===== src/inc/fws_map.svh =====
`ifndef FWS_MAP_SVH
`define FWS_MAP_SVH
// software register offsets (word index on the command port)
`define FWS_REG_CTRL     4'h0
`define FWS_REG_ADDR     4'h1
`define FWS_REG_DATA     4'h2
`define FWS_REG_STATUS   4'h3
`define FWS_REG_RESULT   4'h4
// control register fields
`define FWS_CTRL_GO      0
`define FWS_CTRL_OP_LO   1
`define FWS_CTRL_OP_HI   3
// status register fields
`define FWS_ST_BUSY      0
`define FWS_ST_DONE      1
`define FWS_ST_FAIL      2
`define FWS_ST_RDY       3
`define FWS_ST_TIMER     4
`define FWS_ST_SUSP      5
// flash data bit positions
`define FWS_POLL_BIT     7
`define FWS_TOG1_BIT     6
`define FWS_TOUT_BIT     5
`define FWS_ETMR_BIT     3
`define FWS_TOG2_BIT     2
// command words of the flash command set
`define FWS_UNLOCK_A1    24'h00_0555
`define FWS_UNLOCK_D1    16'h0000_00AA
`define FWS_UNLOCK_A2    24'h00_02AA
`define FWS_UNLOCK_D2    16'h0000_0055
`define FWS_CMD_PROG     16'h0000_00A0
`define FWS_CMD_ERASE    16'h0000_0080
`define FWS_CMD_CHIP     16'h0000_0010
`define FWS_CMD_SECT     16'h0000_0030
`define FWS_CMD_SUSP     16'h0000_00B0
`define FWS_CMD_RESUME   16'h0000_0030
`define FWS_CMD_RESET    16'h0000_00F0
// bus phase timing: 90 ns access at 8 ns clock, rounded up
`define FWS_T_ACC_NS     90
`define FWS_T_CLK_NS     8
`define FWS_ACC_CYC      ((`FWS_T_ACC_NS + `FWS_T_CLK_NS - 1) / `FWS_T_CLK_NS)
// limit on polling reads before the host gives up
`define FWS_POLL_LIMIT   32'd1000000
`endif


===== src/inc/fws_pkg.sv =====
package fws_pkg;
   // operation codes written into the control register
   typedef enum logic [2:0] {
      FWS_OP_PROG   = 3'h0,
      FWS_OP_SECT   = 3'h1,
      FWS_OP_CHIP   = 3'h2,
      FWS_OP_SUSP   = 3'h3,
      FWS_OP_RESUME = 3'h4,
      FWS_OP_RESET  = 3'h5,
      FWS_OP_READ   = 3'h6
   } fws_op_e;
   // one flash bus cycle request
   typedef struct packed {
      logic        wr;
      logic [23:0] addr;
      logic [15:0] data;
   } fws_cyc_s;
   // decoded status bits of one read
   typedef struct packed {
      logic poll;
      logic tog1;
      logic tout;
      logic etmr;
      logic tog2;
   } fws_stat_s;
endpackage


===== src/hdl/fws_bus_cycle.sv =====
`timescale 1ns/1ps
`include "fws_map.svh"
// one flash bus cycle: chip select and strobe held for the access time
module fws_bus_cycle
   import fws_pkg::*;
#(
   parameter int ACC_CYC = `FWS_ACC_CYC
) (
   // system
   input  wire logic        clk,
   input  wire logic        resetn,
   input  wire logic        ce,
   // request side
   input  wire logic        start,
   input  wire fws_cyc_s    cyc,
   output logic             done,
   output logic [15:0]      rdata,
   // flash pins
   output logic             chip_select_n,
   output logic             output_enable_n,
   output logic             write_strobe_n,
   output logic [23:0]      flash_addr,
   output logic [15:0]      flash_dq_out,
   output logic             flash_dq_oe,
   input  wire logic [15:0] flash_dq_in
);
   initial begin
      if (ACC_CYC < 1 || ACC_CYC > 255) $error("ACC_CYC out of range");
   end
   logic [7:0]  cnt_reg, cnt_next;
   logic        act_reg, act_next, wr_reg, wr_next, done_reg, done_next;
   logic        cs_n_reg, cs_n_next, oe_n_reg, oe_n_next, we_n_reg, we_n_next;
   logic        dqoe_reg, dqoe_next;
   logic [23:0] addr_reg, addr_next;
   logic [15:0] wd_reg, wd_next, rd_reg, rd_next;
   // next state: strobe stays low for ACC_CYC cycles, data sampled at the end
   always_comb begin
      cnt_next  = cnt_reg;
      act_next  = act_reg;
      wr_next   = wr_reg;
      addr_next = addr_reg;
      wd_next   = wd_reg;
      rd_next   = rd_reg;
      done_next = 1'b0;
      if (!act_reg && start) begin
         act_next  = 1'b1;
         cnt_next  = 8'h00;
         wr_next   = cyc.wr;
         addr_next = cyc.addr;
         wd_next   = cyc.data;
      end else if (act_reg) begin
         if (cnt_reg == ACC_CYC[7:0] - 8'h01) begin
            act_next  = 1'b0;
            done_next = 1'b1; // strobe rises here, latching the write
            if (!wr_reg) rd_next = flash_dq_in;
         end else begin
            cnt_next = cnt_reg + 8'h01;
         end
      end
      // pins follow the next activity so that each leaves a flip-flop directly
      cs_n_next = ~act_next;
      oe_n_next = ~(act_next & ~wr_next);
      we_n_next = ~(act_next & wr_next);
      dqoe_next = act_next & wr_next;
   end
   always_ff @(posedge clk or negedge resetn) begin
      if (!resetn) begin
         cnt_reg  <= 8'h00;
         act_reg  <= 1'b0;
         wr_reg   <= 1'b0;
         addr_reg <= 24'h00_0000;
         wd_reg   <= 16'h0000;
         rd_reg   <= 16'h0000;
         done_reg <= 1'b0;
         cs_n_reg <= 1'b1;
         oe_n_reg <= 1'b1;
         we_n_reg <= 1'b1;
         dqoe_reg <= 1'b0;
      end else if (ce) begin
         cnt_reg  <= cnt_next;
         act_reg  <= act_next;
         wr_reg   <= wr_next;
         addr_reg <= addr_next;
         wd_reg   <= wd_next;
         rd_reg   <= rd_next;
         done_reg <= done_next;
         cs_n_reg <= cs_n_next;
         oe_n_reg <= oe_n_next;
         we_n_reg <= we_n_next;
         dqoe_reg <= dqoe_next;
      end
   end
   assign done            = done_reg;
   assign rdata           = rd_reg;
   assign chip_select_n   = cs_n_reg;
   assign output_enable_n = oe_n_reg;
   assign write_strobe_n  = we_n_reg;
   assign flash_addr      = addr_reg;
   assign flash_dq_out    = wd_reg;
   assign flash_dq_oe     = dqoe_reg;
endmodule


===== src/hdl/fws_seq_rom.sv =====
`timescale 1ns/1ps
`include "fws_map.svh"
// command sequence table: cycle step of each operation
module fws_seq_rom
   import fws_pkg::*;
(
   // lookup
   input  wire fws_op_e     op,
   input  wire logic [2:0]  step,
   input  wire logic [23:0] addr,
   input  wire logic [15:0] data,
   output fws_cyc_s         cyc,
   output logic [2:0]       len
);
   // unlock pairs lead every program and erase sequence
   always_comb begin
      cyc = '{wr: 1'b1, addr: addr, data: `FWS_CMD_RESET};
      len = 3'd1;
      case (op)
         FWS_OP_PROG: begin
            len = 3'd4;
            case (step)
               3'd0: cyc = '{1'b1, `FWS_UNLOCK_A1, `FWS_UNLOCK_D1};
               3'd1: cyc = '{1'b1, `FWS_UNLOCK_A2, `FWS_UNLOCK_D2};
               3'd2: cyc = '{1'b1, `FWS_UNLOCK_A1, `FWS_CMD_PROG};
               default: cyc = '{1'b1, addr, data};
            endcase
         end
         FWS_OP_SECT, FWS_OP_CHIP: begin
            len = 3'd6;
            case (step)
               3'd0, 3'd3: cyc = '{1'b1, `FWS_UNLOCK_A1, `FWS_UNLOCK_D1};
               3'd1, 3'd4: cyc = '{1'b1, `FWS_UNLOCK_A2, `FWS_UNLOCK_D2};
               3'd2: cyc = '{1'b1, `FWS_UNLOCK_A1, `FWS_CMD_ERASE};
               default: begin
                  if (op == FWS_OP_SECT) cyc = '{1'b1, addr, `FWS_CMD_SECT};
                  else cyc = '{1'b1, `FWS_UNLOCK_A1, `FWS_CMD_CHIP};
               end
            endcase
         end
         FWS_OP_SUSP:   cyc = '{1'b1, addr, `FWS_CMD_SUSP};
         FWS_OP_RESUME: cyc = '{1'b1, addr, `FWS_CMD_RESUME};
         FWS_OP_READ:   cyc = '{1'b0, addr, 16'h0000};
         default:       cyc = '{1'b1, addr, `FWS_CMD_RESET};
      endcase
   end
endmodule


===== src/hdl/fws_host.sv =====
`timescale 1ns/1ps
`include "fws_map.svh"
module fws_host
   import fws_pkg::*;
#(
   parameter int ACC_CYC    = `FWS_ACC_CYC,
   parameter int POLL_LIMIT = `FWS_POLL_LIMIT
) (
   // system
   input  wire logic        clk,
   input  wire logic        resetn,
   input  wire logic        ce,
   // software command port
   input  wire logic [3:0]  sw_addr,
   input  wire logic [31:0] sw_wdata,
   input  wire logic        sw_wr,
   input  wire logic        sw_rd,
   output logic [31:0]      sw_rdata,
   // flash pins
   output logic             chip_select_n,
   output logic             output_enable_n,
   output logic             write_strobe_n,
   output logic [23:0]      flash_addr,
   output logic [15:0]      flash_dq_out,
   output logic             flash_dq_oe,
   input  wire logic [15:0] flash_dq_in,
   input  wire logic        ready_busy_n
);
   initial begin
      if (POLL_LIMIT < 2) $error("POLL_LIMIT too small");
   end
   typedef enum logic [5:0] {
      FWS_S_IDLE  = 6'b00_0001,
      FWS_S_SEQ   = 6'b00_0010,
      FWS_S_RD1   = 6'b00_0100,
      FWS_S_RD2   = 6'b00_1000,
      FWS_S_FINAL = 6'b01_0000,
      FWS_S_RST   = 6'b10_0000
   } fws_state_e;
   fws_state_e  st_reg, st_next;
   fws_op_e     op_reg, op_next, rom_op;
   logic [2:0]  step_reg, step_next, rom_len;
   logic [23:0] addr_reg, addr_next;
   logic [15:0] data_reg, data_next, res_reg, res_next, prev_reg, prev_next, rdata;
   logic        done_reg, done_next, fail_reg, fail_next, recheck_reg, recheck_next;
   logic        susp_reg, susp_next, etmr_reg, etmr_next;
   logic [31:0] polls_reg, polls_next, rd_out_reg, rd_out_next;
   logic        cyc_start, cyc_done;
   fws_cyc_s    rom_cyc, cyc;
   fws_stat_s   now_s;

   assign rom_op = (st_reg == FWS_S_RST) ? FWS_OP_RESET : op_reg;
   fws_seq_rom u_rom (
      .op   (rom_op),
      .step (step_reg),
      .addr (addr_reg),
      .data (data_reg),
      .cyc  (rom_cyc),
      .len  (rom_len)
   );
   // status polls are plain reads at the operation's target address
   assign cyc = (st_reg == FWS_S_SEQ || st_reg == FWS_S_RST) ? rom_cyc
              : '{wr: 1'b0, addr: addr_reg, data: 16'h0000};
   fws_bus_cycle #(.ACC_CYC(ACC_CYC)) u_bus (
      .clk             (clk),
      .resetn          (resetn),
      .ce              (ce),
      .start           (cyc_start),
      .cyc             (cyc),
      .done            (cyc_done),
      .rdata           (rdata),
      .chip_select_n   (chip_select_n),
      .output_enable_n (output_enable_n),
      .write_strobe_n  (write_strobe_n),
      .flash_addr      (flash_addr),
      .flash_dq_out    (flash_dq_out),
      .flash_dq_oe     (flash_dq_oe),
      .flash_dq_in     (flash_dq_in)
   );
   // decoded view of the word just read
   assign now_s = '{poll: rdata[`FWS_POLL_BIT], tog1: rdata[`FWS_TOG1_BIT],
                    tout: rdata[`FWS_TOUT_BIT], etmr: rdata[`FWS_ETMR_BIT],
                    tog2: rdata[`FWS_TOG2_BIT]};
   logic busy_st, go;
   assign busy_st   = (st_reg != FWS_S_IDLE);
   assign go        = sw_wr && sw_addr == `FWS_REG_CTRL && sw_wdata[`FWS_CTRL_GO] && !busy_st;
   // a new bus cycle is launched one cycle after the previous completes
   logic launch_reg, launch_next;
   assign cyc_start = launch_reg;

   // sequencer next state
   always_comb begin
      st_next      = st_reg;
      op_next      = op_reg;
      step_next    = step_reg;
      addr_next    = addr_reg;
      data_next    = data_reg;
      res_next     = res_reg;
      prev_next    = prev_reg;
      done_next    = done_reg;
      fail_next    = fail_reg;
      recheck_next = recheck_reg;
      susp_next    = susp_reg;
      etmr_next    = etmr_reg;
      polls_next   = polls_reg;
      launch_next  = 1'b0;
      if (sw_wr && sw_addr == `FWS_REG_ADDR && !busy_st) addr_next = sw_wdata[23:0];
      if (sw_wr && sw_addr == `FWS_REG_DATA && !busy_st) data_next = sw_wdata[15:0];
      case (st_reg)
         FWS_S_IDLE: begin
            if (go) begin
               op_next      = fws_op_e'(sw_wdata[`FWS_CTRL_OP_HI:`FWS_CTRL_OP_LO]);
               step_next    = 3'd0;
               done_next    = 1'b0;
               fail_next    = 1'b0;
               recheck_next = 1'b0;
               etmr_next    = 1'b0;
               polls_next   = 32'h0000_0000;
               launch_next  = 1'b1;
               st_next      = (op_next == FWS_OP_READ) ? FWS_S_FINAL : FWS_S_SEQ;
            end
         end
         FWS_S_SEQ: begin
            if (cyc_done) begin
               launch_next = 1'b1;
               if (step_reg == rom_len - 3'd1) begin
                  // status valid only after the last write's rising edge
                  step_next = 3'd0;
                  case (op_reg)
                     FWS_OP_SUSP:   begin susp_next = 1'b1; st_next = FWS_S_RD1; end
                     FWS_OP_RESUME: begin susp_next = 1'b0; st_next = FWS_S_RD1; end
                     FWS_OP_RESET:  begin susp_next = 1'b0; st_next = FWS_S_FINAL; end
                     default:       st_next = FWS_S_RD1;
                  endcase
               end else begin
                  step_next = step_reg + 3'd1;
               end
            end
         end
         FWS_S_RD1: begin
            if (cyc_done) begin
               prev_next   = rdata;
               launch_next = 1'b1;
               // sector erase start shows on erase_timer_bit
               if (op_reg == FWS_OP_SECT) etmr_next = now_s.etmr;
               st_next     = FWS_S_RD2;
            end
         end
         FWS_S_RD2: begin
            if (cyc_done) begin
               polls_next  = polls_reg + 32'h0000_0001;
               prev_next   = rdata;
               launch_next = 1'b1;
               // in suspend toggle_bit_one stops; treat stop as done
               if (now_s.tog1 == prev_reg[`FWS_TOG1_BIT]) begin
                  st_next = FWS_S_FINAL;
               end else if (recheck_reg) begin
                  // still toggling after a timeout report: failure, reset
                  fail_next = 1'b1;
                  st_next   = FWS_S_RST;
                  step_next = 3'd0;
               end else if (now_s.tout) begin
                  recheck_next = 1'b1;
               end else if (polls_reg >= POLL_LIMIT - 1) begin
                  // protected sectors only toggle briefly, so this is a hang
                  fail_next = 1'b1;
                  st_next   = FWS_S_RST;
                  step_next = 3'd0;
               end
            end
         end
         FWS_S_FINAL: begin
            // a fresh read after completion gives all sixteen bits valid
            if (cyc_done) begin
               res_next  = rdata;
               done_next = 1'b1;
               st_next   = FWS_S_IDLE;
            end
         end
         FWS_S_RST: begin
            if (cyc_done) begin
               susp_next = 1'b0;
               launch_next = 1'b1;
               st_next   = FWS_S_FINAL;
            end
         end
         default: st_next = FWS_S_IDLE;
      endcase
   end

   // read data mux: answer one cycle after the strobe
   always_comb begin
      rd_out_next = 32'h0000_0000;
      if (sw_rd) begin
         case (sw_addr)
            `FWS_REG_ADDR:   rd_out_next = {8'h00, addr_reg};
            `FWS_REG_DATA:   rd_out_next = {16'h0000, data_reg};
            `FWS_REG_STATUS: rd_out_next = {26'h000_0000, susp_reg, etmr_reg,
                                            ready_busy_n, fail_reg, done_reg, busy_st};
            `FWS_REG_RESULT: rd_out_next = {16'h0000, res_reg};
            default:         rd_out_next = 32'h0000_0000;
         endcase
      end
   end

   always_ff @(posedge clk or negedge resetn) begin
      if (!resetn) begin
         st_reg      <= FWS_S_IDLE;
         op_reg      <= FWS_OP_PROG;
         step_reg    <= 3'd0;
         addr_reg    <= 24'h00_0000;
         data_reg    <= 16'h0000;
         res_reg     <= 16'h0000;
         prev_reg    <= 16'h0000;
         done_reg    <= 1'b0;
         fail_reg    <= 1'b0;
         recheck_reg <= 1'b0;
         susp_reg    <= 1'b0;
         etmr_reg    <= 1'b0;
         polls_reg   <= 32'h0000_0000;
         launch_reg  <= 1'b0;
         rd_out_reg  <= 32'h0000_0000;
      end else if (ce) begin
         st_reg      <= st_next;
         op_reg      <= op_next;
         step_reg    <= step_next;
         addr_reg    <= addr_next;
         data_reg    <= data_next;
         res_reg     <= res_next;
         prev_reg    <= prev_next;
         done_reg    <= done_next;
         fail_reg    <= fail_next;
         recheck_reg <= recheck_next;
         susp_reg    <= susp_next;
         etmr_reg    <= etmr_next;
         polls_reg   <= polls_next;
         launch_reg  <= launch_next;
         rd_out_reg  <= rd_out_next;
      end
   end
   assign sw_rdata = rd_out_reg;

   // checks
   property p_final_after_stop;
      @(posedge clk) disable iff (!resetn)
         (ce && st_reg == FWS_S_RD2 && cyc_done && now_s.tog1 == prev_reg[`FWS_TOG1_BIT])
         |=> st_reg == FWS_S_FINAL;
   endproperty
   a_final_after_stop: assert property (p_final_after_stop) else $error("no final read");
   property p_fail_reset;
      @(posedge clk) disable iff (!resetn)
         (ce && st_reg == FWS_S_RD2 && cyc_done && recheck_reg &&
          now_s.tog1 != prev_reg[`FWS_TOG1_BIT]) |=> (fail_reg && st_reg == FWS_S_RST);
   endproperty
   a_fail_reset: assert property (p_fail_reset) else $error("no reset on failure");
   property p_recheck;
      @(posedge clk) disable iff (!resetn)
         (ce && st_reg == FWS_S_RD2 && cyc_done && !recheck_reg && now_s.tout &&
          now_s.tog1 != prev_reg[`FWS_TOG1_BIT]) |=> (recheck_reg && st_reg == FWS_S_RD2);
   endproperty
   a_recheck: assert property (p_recheck) else $error("timeout not rechecked");
   property p_poll_addr;
      @(posedge clk) disable iff (!resetn)
         (cyc_start && (st_reg == FWS_S_RD1 || st_reg == FWS_S_RD2)) |-> !cyc.wr && cyc.addr == addr_reg;
   endproperty
   a_poll_addr: assert property (p_poll_addr) else $error("poll at wrong address");
   property p_done_idle;
      @(posedge clk) disable iff (!resetn) $rose(done_reg) |-> st_reg == FWS_S_IDLE;
   endproperty
   a_done_idle: assert property (p_done_idle) else $error("done while busy");
   property p_rst_final;
      @(posedge clk) disable iff (!resetn)
         (ce && st_reg == FWS_S_RST && cyc_done) |=> st_reg == FWS_S_FINAL && !susp_reg;
   endproperty
   a_rst_final: assert property (p_rst_final) else $error("reset not followed by read");
   property p_strobe_excl;
      @(posedge clk) disable iff (!resetn) !(output_enable_n == 1'b0 && write_strobe_n == 1'b0);
   endproperty
   a_strobe_excl: assert property (p_strobe_excl) else $error("read and write strobes together");
   property p_rd_answer;
      @(posedge clk) disable iff (!resetn)
         (ce && sw_rd && sw_addr == `FWS_REG_RESULT) |=> sw_rdata[15:0] == $past(res_reg);
   endproperty
   a_rd_answer: assert property (p_rd_answer) else $error("bad read data");
   c_done: cover property (@(posedge clk) disable iff (!resetn) $rose(done_reg) && !fail_reg);
   c_fail: cover property (@(posedge clk) disable iff (!resetn) $rose(fail_reg));
   c_susp: cover property (@(posedge clk) disable iff (!resetn) $rose(susp_reg));
endmodule


===== config.mk =====
export PLATFORM = sky130hd
export DESIGN_NAME = fws_host
export DESIGN_NICKNAME = d
export VERILOG_FILES = /design/src/inc/fws_pkg.sv /design/src/hdl/fws_bus_cycle.sv /design/src/hdl/fws_seq_rom.sv /design/src/hdl/fws_host.sv
export VERILOG_INCLUDE_DIRS = /design/src /design/src/inc
export SDC_FILE = /design/constraint.sdc
export NUM_CORES = 1
export LEC_CHECK = 0
export BUFFER_PORTS_ARGS = -buffer_cell sky130_fd_sc_hd__buf_4
export CAP_MARGIN = 5
export CORE_UTILIZATION = 52
export CTS_CLUSTER_DIAMETER = 100
export CTS_CLUSTER_SIZE = 40
export DETAILED_ROUTE_END_ITERATION = 10
export HOLD_SLACK_MARGIN = 0.1
export PLACE_DENSITY_LB_ADDON = 0.12
export REMOVE_ABC_BUFFERS = 1
export SETUP_SLACK_MARGIN = 0.4
export SLEW_MARGIN = 10
export SYNTH_ARGS = -nofsm -noshare
export SYNTH_HDL_FRONTEND = slang
export SYNTH_SLANG_ARGS = --single-unit

===== constraint.sdc =====
create_clock -name clk -period 2.55 [get_ports clk]
set_input_delay 0.1275 -clock clk [delete_from_list [all_inputs] [get_ports clk]]
set_output_delay 0.1275 -clock clk [all_outputs]
set_load 0.02 [all_outputs]

Word level (Yosys, flattened, before mapping)
Cells that the tools add are included.
- flip-flop bits (word level): 216
- input bits: 58
- output and inout port bits: 76
- logic and storage cells: 194
- add/subtract/negate cells: 4
- magnitude comparators: 1
- eq/ne operators: 43
- mux-type cells: 70
- bitwise logic cells: 8
- reduce and logical (&&, ||, !) cells: 42
- operators with widths (cell ; number):
    41-bit one-hot mux with 5 select lines ; 1
    41-bit one-hot mux with 3 select lines ; 1
    40-bit one-hot mux with 3 select lines ; 1
    24-bit one-hot mux with 4 select lines ; 1
    6-bit two-way mux ; 11
    32-bit two-way mux ; 2
    32-bit one-hot mux with 2 select lines ; 1
    41-bit two-way mux ; 1
    40-bit two-way mux ; 1
    6-bit one-hot mux with 6 select lines ; 1
    32-bit by 1-bit adder with 32-bit output (second input constant) ; 1
    32-bit by 20-bit greater-or-equal comparator with 1-bit output (second input constant) ; 1
    3-bit two-way mux ; 9
    1-bit two-way mux ; 25
    24-bit two-way mux ; 1
    8-bit two-way mux ; 3
    3-bit equality test (second input constant) ; 6
    3-bit by 2-bit equality test with 1-bit output (second input constant) ; 5
    5-bit AND reduction ; 3
    2-bit by 1-bit != test with 1-bit output (second input constant) ; 7
    1-bit one-hot mux with 2 select lines ; 7
    3-bit AND reduction ; 4
    5-bit two-way mux ; 2
    10-bit AND reduction ; 1
    other kinds (39) ; 72

Longest topological paths before layout
- depth in word-level cells: 11
- mapped depth: 10
- depth with buffers taken out: 8

Hierarchy
Synthesis repeated with hierarchy kept, for this count alone.
- cell total of the unflattened synthesis: 904
- area, all modules: 10214.8 um2
- by module, submodules not included (module ; times used ; cells an instance ; area each (um2) ; sequential area each (um2)):
    fws_host ; 1 ; 608 ; 6726.5 ; 3279.4
    fws_bus_cycle ; 1 ; 187 ; 2840.2 ; 1780.5
    fws_seq_rom ; 1 ; 109 ; 648.1 ; 0.0

Least setup slack after synthesis
No wires, ideal clock.
- path type: register to register
- start: reg st_reg[3]
- end: reg u_bus.addr_reg[9], in the netlist u_bus.flash_addr[9]
- setup time: 0.140 ns
- data arrival time: 2.318 ns
- data required time: 2.410 ns
- setup slack: 0.092 ns
- stages on the path, launching flop included: 8
- buffers on the path: 1
- period minus slack after synthesis: 2.458 ns
- cell sequence: dfrtp_1 > or4_4 > or3b_1 > clkbuf_1 > nor3_2 > or3b_4 > o21ai_1 > a21oi_1
- longest elaborated chain between the ends: 7
- elaborated cells on any way between the ends: 15
- those cells by class: 7 x eq/ne; 5 x mux; 3 x reduce/logical
- ends and longest elaborated chain (what ; RTL line ; text):
    from (decl) ; fws_host.sv:40 ; fws_state_e st_reg, st_next;
    from (signal assigned) ; fws_host.sv:224 ; st_reg <= st_next;
    6-bit equality test ; fws_host.sv:52, fws_host.sv:62 ;
    3-bit two-way mux ; fws_host.sv:52 ; assign rom_op = (st_reg == FWS_S_RST) ? FWS_OP_RESET : op_reg;
    3-bit by 1-bit equality test with 1-bit output ; fws_seq_rom.sv:19, fws_seq_rom.sv:36 ;
    40-bit two-way mux ; fws_seq_rom.sv:36 ; if (op == FWS_OP_SECT) cyc = '{1'b1, addr, `FWS_CMD_SECT};
    41-bit one-hot mux with 3 select lines ; fws_seq_rom.sv:31 ; case (step)
    41-bit one-hot mux with 5 select lines ; fws_seq_rom.sv:19 ; case (op)
    41-bit two-way mux (*) ; fws_host.sv:62 ; assign cyc = (st_reg == FWS_S_SEQ || st_reg == FWS_S_RST) ? rom_cyc
    to (signal assigned) ; fws_bus_cycle.sv:83 ; addr_reg <= addr_next;
    to (decl) ; fws_bus_cycle.sv:34 ; logic [23:0] addr_reg, addr_next;
Every way passes the cells marked *; elsewhere a longest branch is shown, timed or not.
A chain may end at the register's enable or synchronous reset.

Worst setup path after layout
- start: reg polls_reg[0]
- end: reg step_reg[1]
- longest elaborated chain between the ends: 3
- ends and longest elaborated chain (what ; RTL line ; text):
    from (decl) ; fws_host.sv:47 ; logic [31:0] polls_reg, polls_next, rd_out_reg, rd_out_next;
    from (signal assigned) ; fws_host.sv:236 ; polls_reg <= polls_next;
    32-bit by 20-bit greater-or-equal comparator with 1-bit output ; fws_host.sv:164 ; end else if (polls_reg >= POLL_LIMIT - 1) begin
    3-bit != test (no source line) ; -- ;
    8-bit AND reduction (no source line) ; -- ;
    to (signal assigned) ; fws_host.sv:226 ; step_reg <= step_next;
    to (decl) ; fws_host.sv:42 ; logic [2:0] step_reg, step_next, rom_len;
Every way passes these cells.

==> results_dict.tcl <==
set metrics [dict create \
    cts.sink_count 202 \
    overflow 0 \
    synth-edff-count 0 \
    synth_xor_area_frac 0.0291 \
    cts_buffers 11 \
    intPower_mw 5.77 \
    fin_crit_sh 1.02 \
    start_kind "flop" \
    synth_top_area_cell "dfrtp_1" \
    synth_ff_type "dfrtp_1" \
    rows 48 \
    place_congestion 0.918 \
    synth-seq-area-share 0.542 \
    core_um2 17400 \
    io_pins 134 \
    start_util 0.536 \
    netSwitchingPower_mw 2.94 \
    rrSetupSlack_ns -0.06 \
    timing.critical_path.from "polls_reg[0]" \
    skew_ns 0.0470 \
    peakVddDrop_mv 0.639 \
    areaGrowthSynthToFinish_pct 40.3 \
    required_ns 2.96 \
    track_usage 0.300 \
    ys_top_cells_by_area "dfrtp_1 (53%), mux2_2 (9.8%), a22o_1 (2.9%)" \
    max_slew.worst_pin.slew_ns 0.656 \
    dr_wl_met2_um 14700 \
    arrival_ns 3.02 \
    yosys.area_share.adder 0.0105 \
    ys_types 73 \
    slew_headroom 0.558 \
    power_frac_seq 0.478 \
    hold_viol 0 \
    grt_antenna_before_repair 0 \
    rsz0062_at_grt "yes" \
    synth_area_per_cell_um2 11.2 \
    grt_max_degree 67 \
    drt-initial-drc-count 621 \
    largest_register_ffs 32 \
    final_cell_mix "dfrtp_1 (196), buf_4 (173), mux2_2 (75)" \
    synth_cells 833 \
    drt_first_pass_iters 7 \
    num-nets-final 1135 \
    dieArea_um2 18500 \
    dr_wl_met3_um 1890 \
    fin_setup_tns_ns -0.204 \
    clk_pin_slew_ns 0.12 \
    cts_root_buf "clkbuf_16" \
    port_buffers 117 \
    synth_warnings 0 \
    leakage_nw 6.20 \
    synth_area_um2 9340 \
    slew_violations 0 \
    final-setup-viol-count 7 \
    netSwitchingFraction 0.338 \
    rr_endpoint "step_reg[1]" \
    routed_wl_um 29700 \
    ys_ff_latch 202 \
    multi_input_area_um2 4770 \
    holdWs_ns 0.175 \
    seq_area_um2 5060 \
    synth_compound_area_frac 0.148 \
    crit_type "reg2reg" \
    drv_cap 0 \
    period_minus_slack_ns 2.61 \
    setup_slack_ns -0.0588 \
    hp-class "in2async" \
    crit_path_end_kind "flop" \
    grt_first_pass_wirelength_um 42600 \
    p_clk_frac 0.244 \
    ff2ff_path_depth 8 \
    worst-path-max-fanout 4 \
    clk_latency_ns 0.49 \
    die_h_um 136 \
    p_per_area_nw_per_um2 664 \
    routed.top_layer "met4" \
    synth_top_family_by_area "compound AO/OA/AOI/OAI gates" \
    antenna_left 0 \
    timing.fmax_mhz 383 \
    async_reset_ff_frac 1.00 \
    violations "setup timing" \
    synth-simple-area-share 0.137 \
    cts_tree "yes" \
    muxShareOfSynthArea 0.0988 \
    wl_per_cell_um 22.9 \
    fillers 1134 \
    status "complete, but fails checks" \
    die_width_um 136 \
    dp_hpwl_um 18200 \
    htreeDepth 1 \
    final_common_cell "dfrtp_1" \
    cts_buffer_depth 3 \
    vias_per_cell 6.31 \
    yosysTopAreaCellShare 0.531 \
    drive_gt1_frac 0.416 \
    timing.rr.start "polls_reg[0]" \
    grt_pass1_vias 7889 \
    num_vias 8185 \
    antenna_cells 0 \
    drc 0 \
    met1Wirelength_um 12000 \
    pwr-share-comb 0.277 \
]
logic make-up after synthesis:
kind of cell | after synthesis
AND/OR/NAND/NOR | 249
flip-flops | 202
AO/OA/AOI/OAI | 189
multiplexers | 82
buffers and inverters | 71
XOR/XNOR | 31
adder cells (fa/ha/maj) | 8
other | 1
metrics by stage:
| stage | cells | util | power [mW] | instance area (um2) | worst slack, ns |
|---|---|---|---|---|---|
| 6_report | 1298 | 0.752 | 8.71 | 13100 | -0.0588 |
| 5_1_grt | 1298 | 0.752 | 9.08 | 13100 | -0.0838 |
| 4_1_cts | 1272 | 0.702 | 8.37 | 12200 | 0.0864 |
| 3_5_place_dp | 1184 | 0.616 | 6.07 | 10700 | -0.0124 |
| 3_3_place_gp | 1184 | 0.616 | 5.99 | 10700 | 0.0406 |
| 2_1_floorplan | 790 | - | 5.19 | 9120 | -0.578 |
timing repair:
item                                    in CTS  in global routing
resized for setup                           72                153
pin swaps                                   28                 74
cloned                                       5                  4
endpoints found under the setup margin     115                132
hold endpoints to repair                   123                  0
buffers inserted                            24                 22
hold buffers                                43                  0
power by group through the flow:
| stage | registers, mW | clock network [mW] | logic (mW) |
|---|---|---|---|
| final | 4.16 | 2.13 | 2.42 |
| after global routing | 4.22 | 2.27 | 2.58 |
| after CTS | 4.15 | 2.16 | 2.06 |
| after detailed placement | 4.21 | 0 | 1.86 |
| after global placement | 4.18 | 0 | 1.81 |
| after floorplan | 4.18 | 0 | 1.01 |
cell usage after synthesis (all sizes together), types with 3 or more instances:
cell,n
dfrtp,198
mux2,81
nor2,69
nand2,64
o21ai,44
a21oi,35
a22o,31
clkbuf,29
buf,21
inv,21
nor3,18
xnor2,17
a222oi,16
nand3,16
xor2,14
nand4,12
o2bb2ai,10
and3,9
nor4,9
and4,8
nor2b,8
or3,8
a21o,7
a221o,7
ha,7
and2,6
nand2b,6
a211oi,5
dfstp,4
o31ai,4
a31oi,3
a41oi,3
o221ai,3
o22a,3
o32a,3
or2,3
critical path: stages, from the launching register on:
cell and delay, ns:
dfrtp_1 0.46, ha_2 0.27, nand3_1 0.12, o211ai_1 0.35, a2111oi_4 0.17, buf_4 0.19
a2111o_1 0.41, or3_4 0.42, o21ai_2 0.14
worst max-delay path by stage:
stage / cells past startpoint / to / slack, ns
floorplan: 5 / op_reg[0] / -0.58
detailed placement: 6 / u_bus.flash_addr[6] / -0.01
global route: 8 / step_reg[1] / -0.08
global placement: 6 / u_bus.flash_addr[4] / 0.04
finish: 8 / step_reg[1] / -0.06
CTS: 7 / u_bus.flash_addr[23] / 0.09
area by class of cell:
| type | count | area share |
|---|---|---|
| multi-input combinational | 567 | 0.364 |
| tap | 225 | 0.0215 |
| clock buffer | 11 | 0.0210 |
| sequential | 202 | 0.386 |
| timing repair buffer | 267 | 0.191 |
| inverter | 21 | 0.00602 |
| clock inverter | 5 | 0.00965 |
per-layer routing:
layer | track usage | up-vias
met5 | 0 | -
met1 | 0.405 | 4183
met3 | 0.0496 | 96
li1 | - | 3523
met2 | 0.486 | 383
met4 | 0.112 | 0
Note: power is estimated with default switching activity, not from simulation.
